<file path="config.mk">
export PLATFORM = sky130hd
export DESIGN_NAME = sset_tree
export DESIGN_NICKNAME = d
export VERILOG_FILES = /design/src/sset_pkg.sv /design/src/sset_cond_sync.sv /design/src/sset_evt_reg.sv /design/src/sset_tree.sv
export SDC_FILE = /design/constraint.sdc
export NUM_CORES = 1
export LEC_CHECK = 0
export BUFFER_PORTS_ARGS = -buffer_cell sky130_fd_sc_hd__buf_2
export CAP_MARGIN = 20
export CORE_ASPECT_RATIO = 1.4
export CORE_MARGIN = 5
export CORE_UTILIZATION = 62
export CTS_BUF_LIST = sky130_fd_sc_hd__clkbuf_4 sky130_fd_sc_hd__clkbuf_8
export CTS_CLUSTER_DIAMETER = 60
export CTS_CLUSTER_SIZE = 12
export DETAILED_ROUTE_END_ITERATION = 8
export PLACE_DENSITY = 0.95
export SLEW_MARGIN = 20
export SYNTH_ARGS = -nofsm -noshare
export SYNTH_HDL_FRONTEND = slang
export SYNTH_SLANG_ARGS = --single-unit
</file>
<file path="constraint.sdc">
create_clock -name clk_i -period 2.06 [get_ports clk_i]
set_input_delay 0.206 -clock clk_i [delete_from_list [all_inputs] [get_ports clk_i]]
set_output_delay 0.206 -clock clk_i [all_outputs]
set_load 0.01 [all_outputs]
</file>
<file path="src/sset_pkg.sv">
// Package with the constants, selects and carriers of the status event summary tree
package sset_pkg;

   // ---------------------------------------------------------------
   // Widths and chains
   // ---------------------------------------------------------------
   localparam int SSET_W          = 16;
   localparam int SSET_NCHAIN     = 3;
   localparam int SSET_NLEVEL     = 3;
   localparam int SSET_CH_OPER    = 0;
   localparam int SSET_CH_QUES    = 1;
   localparam int SSET_CH_MEAS    = 2;
   localparam int SSET_LV_SUM     = 0;
   localparam int SSET_LV_INST    = 1;
   localparam int SSET_LV_TOP     = 2;

   // ---------------------------------------------------------------
   // Bit positions
   // ---------------------------------------------------------------
   localparam int SSET_TOP_SUM_BIT   = 13;
   localparam int SSET_INST_SUM_BIT  = 1;
   localparam int OP_CALIBRATING_BIT = 0;
   localparam int OP_MEASURING_BIT   = 4;
   localparam int OP_TRIG_WAIT_BIT   = 5;
   localparam int OP_ARM_WAIT_BIT    = 6;
   localparam int OP_FILTER_OK_BIT   = 8;
   localparam int OP_LIST_RUN_BIT    = 9;
   localparam int OP_IDLE_BIT        = 10;
   localparam int QU_CC_BIT          = 0;
   localparam int QU_CV_BIT          = 1;
   localparam int QU_OCP_BIT         = 2;
   localparam int QU_OVP_BIT         = 3;
   localparam int QU_OTP_BIT         = 4;
   localparam int QU_SENSE_REV_BIT   = 5;
   localparam int QU_DRIVING_BIT     = 6;
   localparam int ME_OVERFLOW_BIT    = 0;
   localparam int ME_READY_BIT       = 6;
   localparam int ME_HALF_BIT        = 7;
   localparam int ME_FULL_BIT        = 8;
   localparam int ME_THREE_Q_BIT     = 9;
   localparam int ME_ONE_Q_BIT       = 10;
   localparam int SB_OPERATION_BIT   = 7;
   localparam int SB_QUESTIONABLE_BIT = 3;
   localparam int SB_MEASUREMENT_BIT = 0;

   // ---------------------------------------------------------------
   // Used-bit masks and reset values
   // ---------------------------------------------------------------
   localparam logic [SSET_W-1:0] SSET_TOP_USED  = 16'h2000;
   localparam logic [SSET_W-1:0] SSET_INST_USED = 16'h0002;
   localparam logic [SSET_W-1:0] SSET_OPER_USED = 16'h0771;
   localparam logic [SSET_W-1:0] SSET_QUES_USED = 16'h007f;
   localparam logic [SSET_W-1:0] SSET_MEAS_USED = 16'h07c1;
   localparam logic [SSET_W-1:0] SSET_EV_RST    = 16'h0000;
   localparam logic [SSET_W-1:0] SSET_EN_RST    = 16'h0000;
   localparam logic [7:0]        SSET_SB_RST    = 8'h00;

   // ---------------------------------------------------------------
   // Register selects: per chain, events, enables, then condition
   // ---------------------------------------------------------------
   localparam int SSET_SEL_STRIDE = 7;
   localparam int SSET_SEL_EN_OFS = 3;
   localparam int SSET_SEL_CO_OFS = 6;

   typedef enum logic [4:0] {
      SEL_OPER_SUM_EV, SEL_OPER_INST_EV, SEL_OPER_TOP_EV,
      SEL_OPER_SUM_EN, SEL_OPER_INST_EN, SEL_OPER_TOP_EN, SEL_OPER_COND,
      SEL_QUES_SUM_EV, SEL_QUES_INST_EV, SEL_QUES_TOP_EV,
      SEL_QUES_SUM_EN, SEL_QUES_INST_EN, SEL_QUES_TOP_EN, SEL_QUES_COND,
      SEL_MEAS_SUM_EV, SEL_MEAS_INST_EV, SEL_MEAS_TOP_EV,
      SEL_MEAS_SUM_EN, SEL_MEAS_INST_EN, SEL_MEAS_TOP_EN, SEL_MEAS_COND
   } sset_sel_e;

   // ---------------------------------------------------------------
   // Carriers
   // ---------------------------------------------------------------
   typedef struct packed {
      logic              valid;
      logic              write;
      sset_sel_e         sel;
      logic [SSET_W-1:0] data;
   } sset_cmd_s;

   typedef struct packed {
      logic idle;
      logic list_run;
      logic filter_settled;
      logic arm_wait;
      logic trig_wait;
      logic measuring;
      logic calibrating;
   } sset_oper_cond_s;

   typedef struct packed {
      logic terminal_driving;
      logic sense_leads_reversed;
      logic over_temp_trip;
      logic over_voltage_trip;
      logic over_current_trip;
      logic constant_voltage;
      logic constant_current;
   } sset_ques_cond_s;

   typedef struct packed {
      logic fill_one_quarter;
      logic fill_three_quarter;
      logic fill_complete;
      logic fill_half;
      logic reading_ready;
      logic reading_overflow;
   } sset_meas_cond_s;

endpackage

</file>
<file path="src/sset_cond_sync.sv">
// Three-stage synchroniser with agreement filter and rising-edge pulse per condition bit
`timescale 1ns/1ns
`default_nettype none

module sset_cond_sync #(
   parameter int WIDTH = 16
) (
   input  wire logic             clk_i,
   input  wire logic             rst_i,
   input  wire logic             ce_i,
   input  wire logic [WIDTH-1:0] raw_i,
   output var  logic [WIDTH-1:0] level_o,
   output var  logic [WIDTH-1:0] rise_o
);

   genvar b;
   generate
      for (b = 0; b < WIDTH; b++) begin : g_bit
         logic s1_r, s2_r, s3_r;
         // First stage feeds only the second stage
         always_ff @(posedge clk_i) begin
            if (rst_i) begin
               s1_r <= 1'b0;
               s2_r <= 1'b0;
               s3_r <= 1'b0;
            end else if (ce_i) begin
               s1_r <= raw_i[b];
               s2_r <= s1_r;
               s3_r <= s2_r;
            end
         end
         // A change counts once the second and third stages agree
         always_ff @(posedge clk_i) begin
            if (rst_i) begin
               level_o[b] <= 1'b0;
               rise_o[b]  <= 1'b0;
            end else if (ce_i) begin
               if (s2_r == s3_r) begin
                  level_o[b] <= s3_r;
               end
               rise_o[b] <= (s2_r == s3_r) && s3_r && !level_o[b];
            end
         end
      end
   endgenerate

endmodule // sset_cond_sync

`default_nettype wire

</file>
<file path="src/sset_evt_reg.sv">
// One latched event register with its enable register and summary output
`timescale 1ns/1ns
`default_nettype none

module sset_evt_reg
   import sset_pkg::*;
#(
   parameter logic [SSET_W-1:0] USED_MASK = 16'hffff
) (
   input  wire logic              clk_i,
   input  wire logic              rst_i,
   input  wire logic              ce_i,
   input  wire logic [SSET_W-1:0] set_i,
   input  wire logic              rd_clr_i,
   input  wire logic              cls_i,
   input  wire logic              en_wr_i,
   input  wire logic [SSET_W-1:0] en_data_i,
   output var  logic [SSET_W-1:0] event_o,
   output var  logic [SSET_W-1:0] enable_o,
   output var  logic              summary_o,
   output var  logic              summary_rise_o
);

   logic [SSET_W-1:0] event_r, event_nxt;
   logic [SSET_W-1:0] enable_r;
   logic              summary_r;

   // Set wins over a clear landing in the same cycle
   always_comb begin
      event_nxt = ((rd_clr_i || cls_i) ? SSET_EV_RST : event_r) | (set_i & USED_MASK);
   end

   always_ff @(posedge clk_i) begin
      if (rst_i) begin
         event_r <= SSET_EV_RST;
      end else if (ce_i) begin
         event_r <= event_nxt;
      end
   end

   always_ff @(posedge clk_i) begin
      if (rst_i) begin
         enable_r <= SSET_EN_RST;
      end else if (ce_i && en_wr_i) begin
         enable_r <= en_data_i & USED_MASK;
      end
   end

   always_ff @(posedge clk_i) begin
      if (rst_i) begin
         summary_r <= 1'b0;
      end else if (ce_i) begin
         summary_r <= summary_o;
      end
   end

   assign event_o        = event_r;
   assign enable_o       = enable_r;
   assign summary_o      = |(event_r & enable_r);
   assign summary_rise_o = summary_o && !summary_r;

endmodule // sset_evt_reg

`default_nettype wire

</file>
<file path="src/sset_tree.sv">
// Top of the status event summary tree: three chains, condition inputs, command port
`timescale 1ns/1ns
`default_nettype none

// Overview of operation
// Operation top bit 13 sets on enabled operation instrument bit 1.
// Operation instrument bit 1 is the masked operation summary rollup.
// Operation summary: bit0 calibrating, 4 measuring, 5 trigger wait, 6 arm wait.
// Operation summary: bit8 filter settled, 9 list running, 10 idle.
// Questionable top bit 13 sets on enabled questionable instrument bit 1.
// Questionable instrument bit 1 is the masked questionable summary rollup.
// Questionable summary: bit0 constant current, bit1 constant voltage.
// Questionable summary: bit2 overcurrent trip, bit3 overvoltage trip.
// Questionable summary: bit4 overtemperature, 5 sense reversed, 6 output on.
// Measurement top bit 13 sets on enabled measurement instrument bit 1.
// Measurement instrument bit 1 is the masked measurement summary rollup.
// Measurement summary: bit0 reading overflow, bit6 reading ready.
// Measurement summary fill: bit10 quarter, 7 half, 9 three quarter, 8 full.
// Event bits latch at one; read clears register; clear-status clears all.
// Each event register has an enable; summary is OR of enabled bits.
// Read-only condition registers follow present state without latching.
// Top summaries drive status byte bits 7, 3 and 0.
// Unused bits read zero; enable writes to them are ignored.
// Summary event bit sets when its condition is first seen rising.
module sset_tree
   import sset_pkg::*;
(
   input  wire logic              clk_i,
   input  wire logic              rst_i,
   input  wire logic              ce_i,
   input  wire sset_oper_cond_s   oper_cond_i,
   input  wire sset_ques_cond_s   ques_cond_i,
   input  wire sset_meas_cond_s   meas_cond_i,
   input  wire sset_cmd_s         cmd_i,
   input  wire logic              cls_i,
   output var  logic [SSET_W-1:0] rd_data_o,
   output var  logic              rd_valid_o,
   output var  logic [7:0]        status_summary_o
);

   // ---------------------------------------------------------------
   // Condition inputs placed at their register positions
   // ---------------------------------------------------------------
   logic [SSET_W-1:0] cond_raw   [SSET_NCHAIN];
   logic [SSET_W-1:0] cond_level [SSET_NCHAIN];
   logic [SSET_W-1:0] cond_rise  [SSET_NCHAIN];

   always_comb begin
      cond_raw[SSET_CH_OPER]                     = '0;
      cond_raw[SSET_CH_OPER][OP_CALIBRATING_BIT] = oper_cond_i.calibrating;
      cond_raw[SSET_CH_OPER][OP_MEASURING_BIT]   = oper_cond_i.measuring;
      cond_raw[SSET_CH_OPER][OP_TRIG_WAIT_BIT]   = oper_cond_i.trig_wait;
      cond_raw[SSET_CH_OPER][OP_ARM_WAIT_BIT]    = oper_cond_i.arm_wait;
      cond_raw[SSET_CH_OPER][OP_FILTER_OK_BIT]   = oper_cond_i.filter_settled;
      cond_raw[SSET_CH_OPER][OP_LIST_RUN_BIT]    = oper_cond_i.list_run;
      cond_raw[SSET_CH_OPER][OP_IDLE_BIT]        = oper_cond_i.idle;
   end

   always_comb begin
      cond_raw[SSET_CH_QUES]                   = '0;
      cond_raw[SSET_CH_QUES][QU_CC_BIT]        = ques_cond_i.constant_current;
      cond_raw[SSET_CH_QUES][QU_CV_BIT]        = ques_cond_i.constant_voltage;
      cond_raw[SSET_CH_QUES][QU_OCP_BIT]       = ques_cond_i.over_current_trip;
      cond_raw[SSET_CH_QUES][QU_OVP_BIT]       = ques_cond_i.over_voltage_trip;
      cond_raw[SSET_CH_QUES][QU_OTP_BIT]       = ques_cond_i.over_temp_trip;
      cond_raw[SSET_CH_QUES][QU_SENSE_REV_BIT] = ques_cond_i.sense_leads_reversed;
      cond_raw[SSET_CH_QUES][QU_DRIVING_BIT]   = ques_cond_i.terminal_driving;
   end

   always_comb begin
      cond_raw[SSET_CH_MEAS]                  = '0;
      cond_raw[SSET_CH_MEAS][ME_OVERFLOW_BIT] = meas_cond_i.reading_overflow;
      cond_raw[SSET_CH_MEAS][ME_READY_BIT]    = meas_cond_i.reading_ready;
      cond_raw[SSET_CH_MEAS][ME_ONE_Q_BIT]    = meas_cond_i.fill_one_quarter;
      cond_raw[SSET_CH_MEAS][ME_HALF_BIT]     = meas_cond_i.fill_half;
      cond_raw[SSET_CH_MEAS][ME_THREE_Q_BIT]  = meas_cond_i.fill_three_quarter;
      cond_raw[SSET_CH_MEAS][ME_FULL_BIT]     = meas_cond_i.fill_complete;
   end

   // ---------------------------------------------------------------
   // Command decode
   // ---------------------------------------------------------------
   logic cmd_rd;
   logic cmd_wr;
   int   sel_idx;

   assign cmd_rd  = cmd_i.valid && !cmd_i.write;
   assign cmd_wr  = cmd_i.valid && cmd_i.write;
   assign sel_idx = int'(cmd_i.sel);

   // ---------------------------------------------------------------
   // Per-chain datapath: summary, instrument and top event registers
   // ---------------------------------------------------------------
   logic [SSET_W-1:0] ev_val  [SSET_NCHAIN][SSET_NLEVEL];
   logic [SSET_W-1:0] en_val  [SSET_NCHAIN][SSET_NLEVEL];
   logic [SSET_W-1:0] ev_set  [SSET_NCHAIN][SSET_NLEVEL];
   logic              lv_sum  [SSET_NCHAIN][SSET_NLEVEL];
   logic              lv_rise [SSET_NCHAIN][SSET_NLEVEL];
   logic [SSET_W-1:0] cond_rd [SSET_NCHAIN];

   localparam logic [SSET_W-1:0] SUM_USED [SSET_NCHAIN] = '{SSET_OPER_USED, SSET_QUES_USED, SSET_MEAS_USED};

   genvar c, l;
   generate
      for (c = 0; c < SSET_NCHAIN; c++) begin : g_chain
         sset_cond_sync #(
            .WIDTH (SSET_W)
         ) u_sync (
            .clk_i   (clk_i),
            .rst_i   (rst_i),
            .ce_i    (ce_i),
            .raw_i   (cond_raw[c]),
            .level_o (cond_level[c]),
            .rise_o  (cond_rise[c])
         );

         // Condition register never latches: it is the filtered live level
         assign cond_rd[c] = cond_level[c] & SUM_USED[c];

         // Bottom level takes condition rises; upper levels take the rise of the level below
         assign ev_set[c][SSET_LV_SUM] = cond_rise[c];
         always_comb begin
            ev_set[c][SSET_LV_INST]                    = '0;
            ev_set[c][SSET_LV_INST][SSET_INST_SUM_BIT] = lv_rise[c][SSET_LV_SUM];
            ev_set[c][SSET_LV_TOP]                     = '0;
            ev_set[c][SSET_LV_TOP][SSET_TOP_SUM_BIT]   = lv_rise[c][SSET_LV_INST];
         end

         for (l = 0; l < SSET_NLEVEL; l++) begin : g_level
            localparam logic [SSET_W-1:0] USED =
               (l == SSET_LV_SUM)  ? SUM_USED[c] :
               (l == SSET_LV_INST) ? SSET_INST_USED : SSET_TOP_USED;
            logic hit_ev;
            logic hit_en;

            assign hit_ev = (sel_idx == c * SSET_SEL_STRIDE + l);
            assign hit_en = (sel_idx == c * SSET_SEL_STRIDE + SSET_SEL_EN_OFS + l);

            sset_evt_reg #(
               .USED_MASK (USED)
            ) u_evt (
               .clk_i          (clk_i),
               .rst_i          (rst_i),
               .ce_i           (ce_i),
               .set_i          (ev_set[c][l]),
               .rd_clr_i       (cmd_rd && hit_ev),
               .cls_i          (cls_i),
               .en_wr_i        (cmd_wr && hit_en),
               .en_data_i      (cmd_i.data),
               .event_o        (ev_val[c][l]),
               .enable_o       (en_val[c][l]),
               .summary_o      (lv_sum[c][l]),
               .summary_rise_o (lv_rise[c][l])
            );
         end
      end
   endgenerate

   // ---------------------------------------------------------------
   // Read multiplexer
   // ---------------------------------------------------------------
   logic [SSET_W-1:0] rd_mux;

   // Unmapped selects read zero rather than stale data
   always_comb begin
      rd_mux = '0;
      for (int i = 0; i < SSET_NCHAIN; i++) begin
         for (int j = 0; j < SSET_NLEVEL; j++) begin
            if (sel_idx == i * SSET_SEL_STRIDE + j) begin
               rd_mux = ev_val[i][j];
            end
            if (sel_idx == i * SSET_SEL_STRIDE + SSET_SEL_EN_OFS + j) begin
               rd_mux = en_val[i][j];
            end
         end
         if (sel_idx == i * SSET_SEL_STRIDE + SSET_SEL_CO_OFS) begin
            rd_mux = cond_rd[i];
         end
      end
   end

   // ---------------------------------------------------------------
   // Read response
   // ---------------------------------------------------------------
   // The value returned is the one held before the clear of the same edge
   always_ff @(posedge clk_i) begin
      if (rst_i) begin
         rd_data_o  <= '0;
         rd_valid_o <= 1'b0;
      end else if (ce_i) begin
         rd_valid_o <= cmd_rd;
         if (cmd_rd) begin
            rd_data_o <= rd_mux;
         end
      end
   end

   // ---------------------------------------------------------------
   // Status byte summary bits
   // ---------------------------------------------------------------
   logic [7:0] sb_nxt;

   always_comb begin
      sb_nxt                      = SSET_SB_RST;
      sb_nxt[SB_OPERATION_BIT]    = lv_sum[SSET_CH_OPER][SSET_LV_TOP];
      sb_nxt[SB_QUESTIONABLE_BIT] = lv_sum[SSET_CH_QUES][SSET_LV_TOP];
      sb_nxt[SB_MEASUREMENT_BIT]  = lv_sum[SSET_CH_MEAS][SSET_LV_TOP];
   end

   always_ff @(posedge clk_i) begin
      if (rst_i) begin
         status_summary_o <= SSET_SB_RST;
      end else if (ce_i) begin
         status_summary_o <= sb_nxt;
      end
   end

endmodule // sset_tree

`default_nettype wire

</file>
==> results.ini <==
[global_routing]
grt_antenna_before_repair=0
grt_pass1_wl_um=33180
grt_use_total=0.2750
grt_use_met3=0.04854
grt_max_degree=77
busiest_layer=met2
use_met1=0.3183
use_met2=0.4792
first_global_vias=6564
grt.overflow.total=0

[sta]
worstMarginPinSlew_ns=0.7363
grt_setup_unrepaired=false
slew_viol_final=0
min_period_ns=1.622
hold_viol=0
fin_hold_ws_ns=0.0005635
slew_headroom=0.5091
setup_viol=0
fin_crit_sh=0.7875
fin_skew_ns=0.01571
final.setup.tns_ns=0
timing.fmax_mhz=616.4

[final_layout]
multi_input_area_um2=4090
final_nets=1002
finalInstanceArea_um2=9052
fillerInstances=902
seqCellArea_um2=3483
final_common_cell=dfxtp_1
area_growth_pct=14.66
mostFrequentLayoutCells=174 x dfxtp_1, 147 x nor2_1, 109 x mux2i_1
antennaDiodeCount=0
drive_above_1_share=0.1530

[clocking]
htreeDepth=4
cts_root_buf=clkbuf_8
clk_pin_slew_ns=0.10
cts_tree=done
numCtsBuffers=17
cts.sinks=174
clockBufferDepth=2
ctsResizeCount=0
clk-insertion-delay-late_ns=0.46

[setup_path]
cpPeakStageDelay_ns=0.60
crit_slowest_cell=a21oi_1
crit_path_max_fanout=25
path_class=in2reg
worst_path_most_repeated_cell=buf_4
crit_family=buffers and inverters
required_ns=2.45
crit_chain=buf_2 > buf_4 > nor3_1 > buf_4 > a21oi_1 > a22oi_1 > nor2_1
cp_num_buf_inv=3
start_kind=input pin
crit_path_end_kind=flip-flop
arrival_ns=2.01

[synth]
ys.flop_type=dfxtp_1
synth-edff-count=0
seq_area_frac_synth=0.4412
synthCells=855
ys_types=65
synthArstFlopShare=0
yosysTopAreaCell=dfxtp_1
avgSynthCellArea_um2=9.234
synth_top_area_share=0.4412
yosysWarningCount=0
syn-cell-area_um2=7895
synth-seq-cells=174
synth_area_leaders=dfxtp_1 44%, mux2i_1 14%, nor2_1 7.0%

[drt]
wire_per_inst_um=18.66
first_iter_violations=440
via_count=6643
viasPerCell=6.050
ant_nets=0
drc=0
drt_wl_total_um=20490
drtPass1Iterations=5

[floorplan]
initial_utilization=0.6351
pin_count=72
fp.dieH_um=143.5
rows=48
die-area_um2=15120
die_w_um=105.4
core_um2=12430

[power]
irDropWorstVdd_v=0.0005559
power_leakage_nw=3.745
p_per_area_nw_per_um2=720.7

[placed_design]
place.gp.congestion=1.022
place_area_um2=8428
io_buffers=58
post-dp-hpwl_um=14560

[job]
drv_cap=0

[outcome]
status=finished clean

[hold_path]
hold_path.class=in2reg

==> worst reg2reg max path: cells and delay by family (launching register included) <==
family | cells | cell delay [ns]
AO/OA/AOI/OAI | 4 | 0.91
flip-flops | 1 | 0.38
AND/OR/NAND/NOR | 1 | 0.17
==> power by group <==
group          internal, W  switching, W  leakage (nW)
clock network      0.00119       0.00126         0.216
logic             0.000254      0.000363          2.12
registers          0.00342     0.0000385          1.41
==> sequential cells by signal (all words and copies together), names as in the netlist <==
register                         flops
g_chain.u_sync.level_o              20
g_chain.u_sync.g_bit.s2_r           20
rd_valid_o                           1
rd_data_o                           12
g_chain.g_level.u_evt.event_o       26
g_chain.u_sync.g_bit.s3_r           20
g_chain.g_level.u_evt.enable_o      26
g_chain.u_sync.g_bit.s1_r           20
g_chain.g_level.u_evt.summary_r      6
g_chain.u_sync.rise_o               20
status_summary_o                     3
==> through the flow <==
| step | cells | worst slack (ns) | power [W] | utilization |
|---|---|---|---|---|
| 2_1_floorplan | 863 | 0.5445 | 0.003920 | - |
| 3_3_place_gp | 1045 | 0.1755 | 0.004089 | 0.6779 |
| 3_5_place_dp | 1045 | 0.07435 | 0.004106 | 0.6779 |
| 4_1_cts | 1098 | 0.5213 | 0.006549 | 0.7282 |
| 5_1_grt | 1098 | 0.3524 | 0.006774 | 0.7282 |
| 6_report | 1098 | 0.4377 | 0.006524 | 0.7282 |
==> cell usage after synthesis (all sizes together) (3+ instances only) <==
cell and number:
o2bb2ai 5, o21ai 15, a32oi 3, nor3 13
a311oi 3, mux2i 109, a211oi 4, a21oi 61
o31ai 3, and3b 3, dfxtp 174, a22oi 34
clkbuf 34, nand2 23, nor2 149, inv 3
nand3 22, nor3b 3, a31oi 6, nor4 4
o311ai 6, nand4b 4, o221ai 3, nand2b 46
ha 20, nand3b 25, nor2b 12, and2b 3
buf 34
==> final cells by class <==
| class | instances | share of cell area |
|---|---|---|
| Timing Repair Buffer | 121 | 0.09523 |
| Multi-Input combinational cell | 617 | 0.4518 |
| Inverter | 4 | 0.001659 |
| Tap cell | 150 | 0.02073 |
| Clock buffer | 20 | 0.02972 |
| Clock inverter | 12 | 0.01603 |
| Sequential cell | 174 | 0.3848 |
==> kinds of logic after synthesis <==
group           after synthesis  synth area share
compound gates              162            0.1346
mux                         111            0.1410
simple gates                315            0.2065
other cells                   1         0.0004750
flops                       174            0.4412
buf+inv                      72           0.04453
fa+ha+maj                    20           0.03170
==> per-layer routing <==
metal,vias up,wire length (µm)
met1,3178,8091
met2,215,10290
met3,71,1025
met5,-,0
met4,0,1082
li1,3179,-
==> path summary, 6_finish.rpt <==
check / start / endpoint / slack [ns] / depth (start not counted)
max reg2reg: g_chain[0].g_level[0].u_evt.enable_o[6] / rd_data_o[6] / 0.52 / 5
min reg2reg: rd_data_o[4] / rd_data_o[4] / 0.46 / 2
max: cmd_i[16] / g_chain[2].g_level[0].u_evt.event_o[0] / 0.44 / 7
min: oper_cond_i[2] / g_chain[0].u_sync.g_bit[5].s1_r / 0.0006 / 3
==> timing repair <==
item / in CTS / in global routing
setup buffers: 0 / 0
endpoints found under the hold margin: 21 / 0
hold buffers: 21 / 0
(Power assumes the default switching activity.)
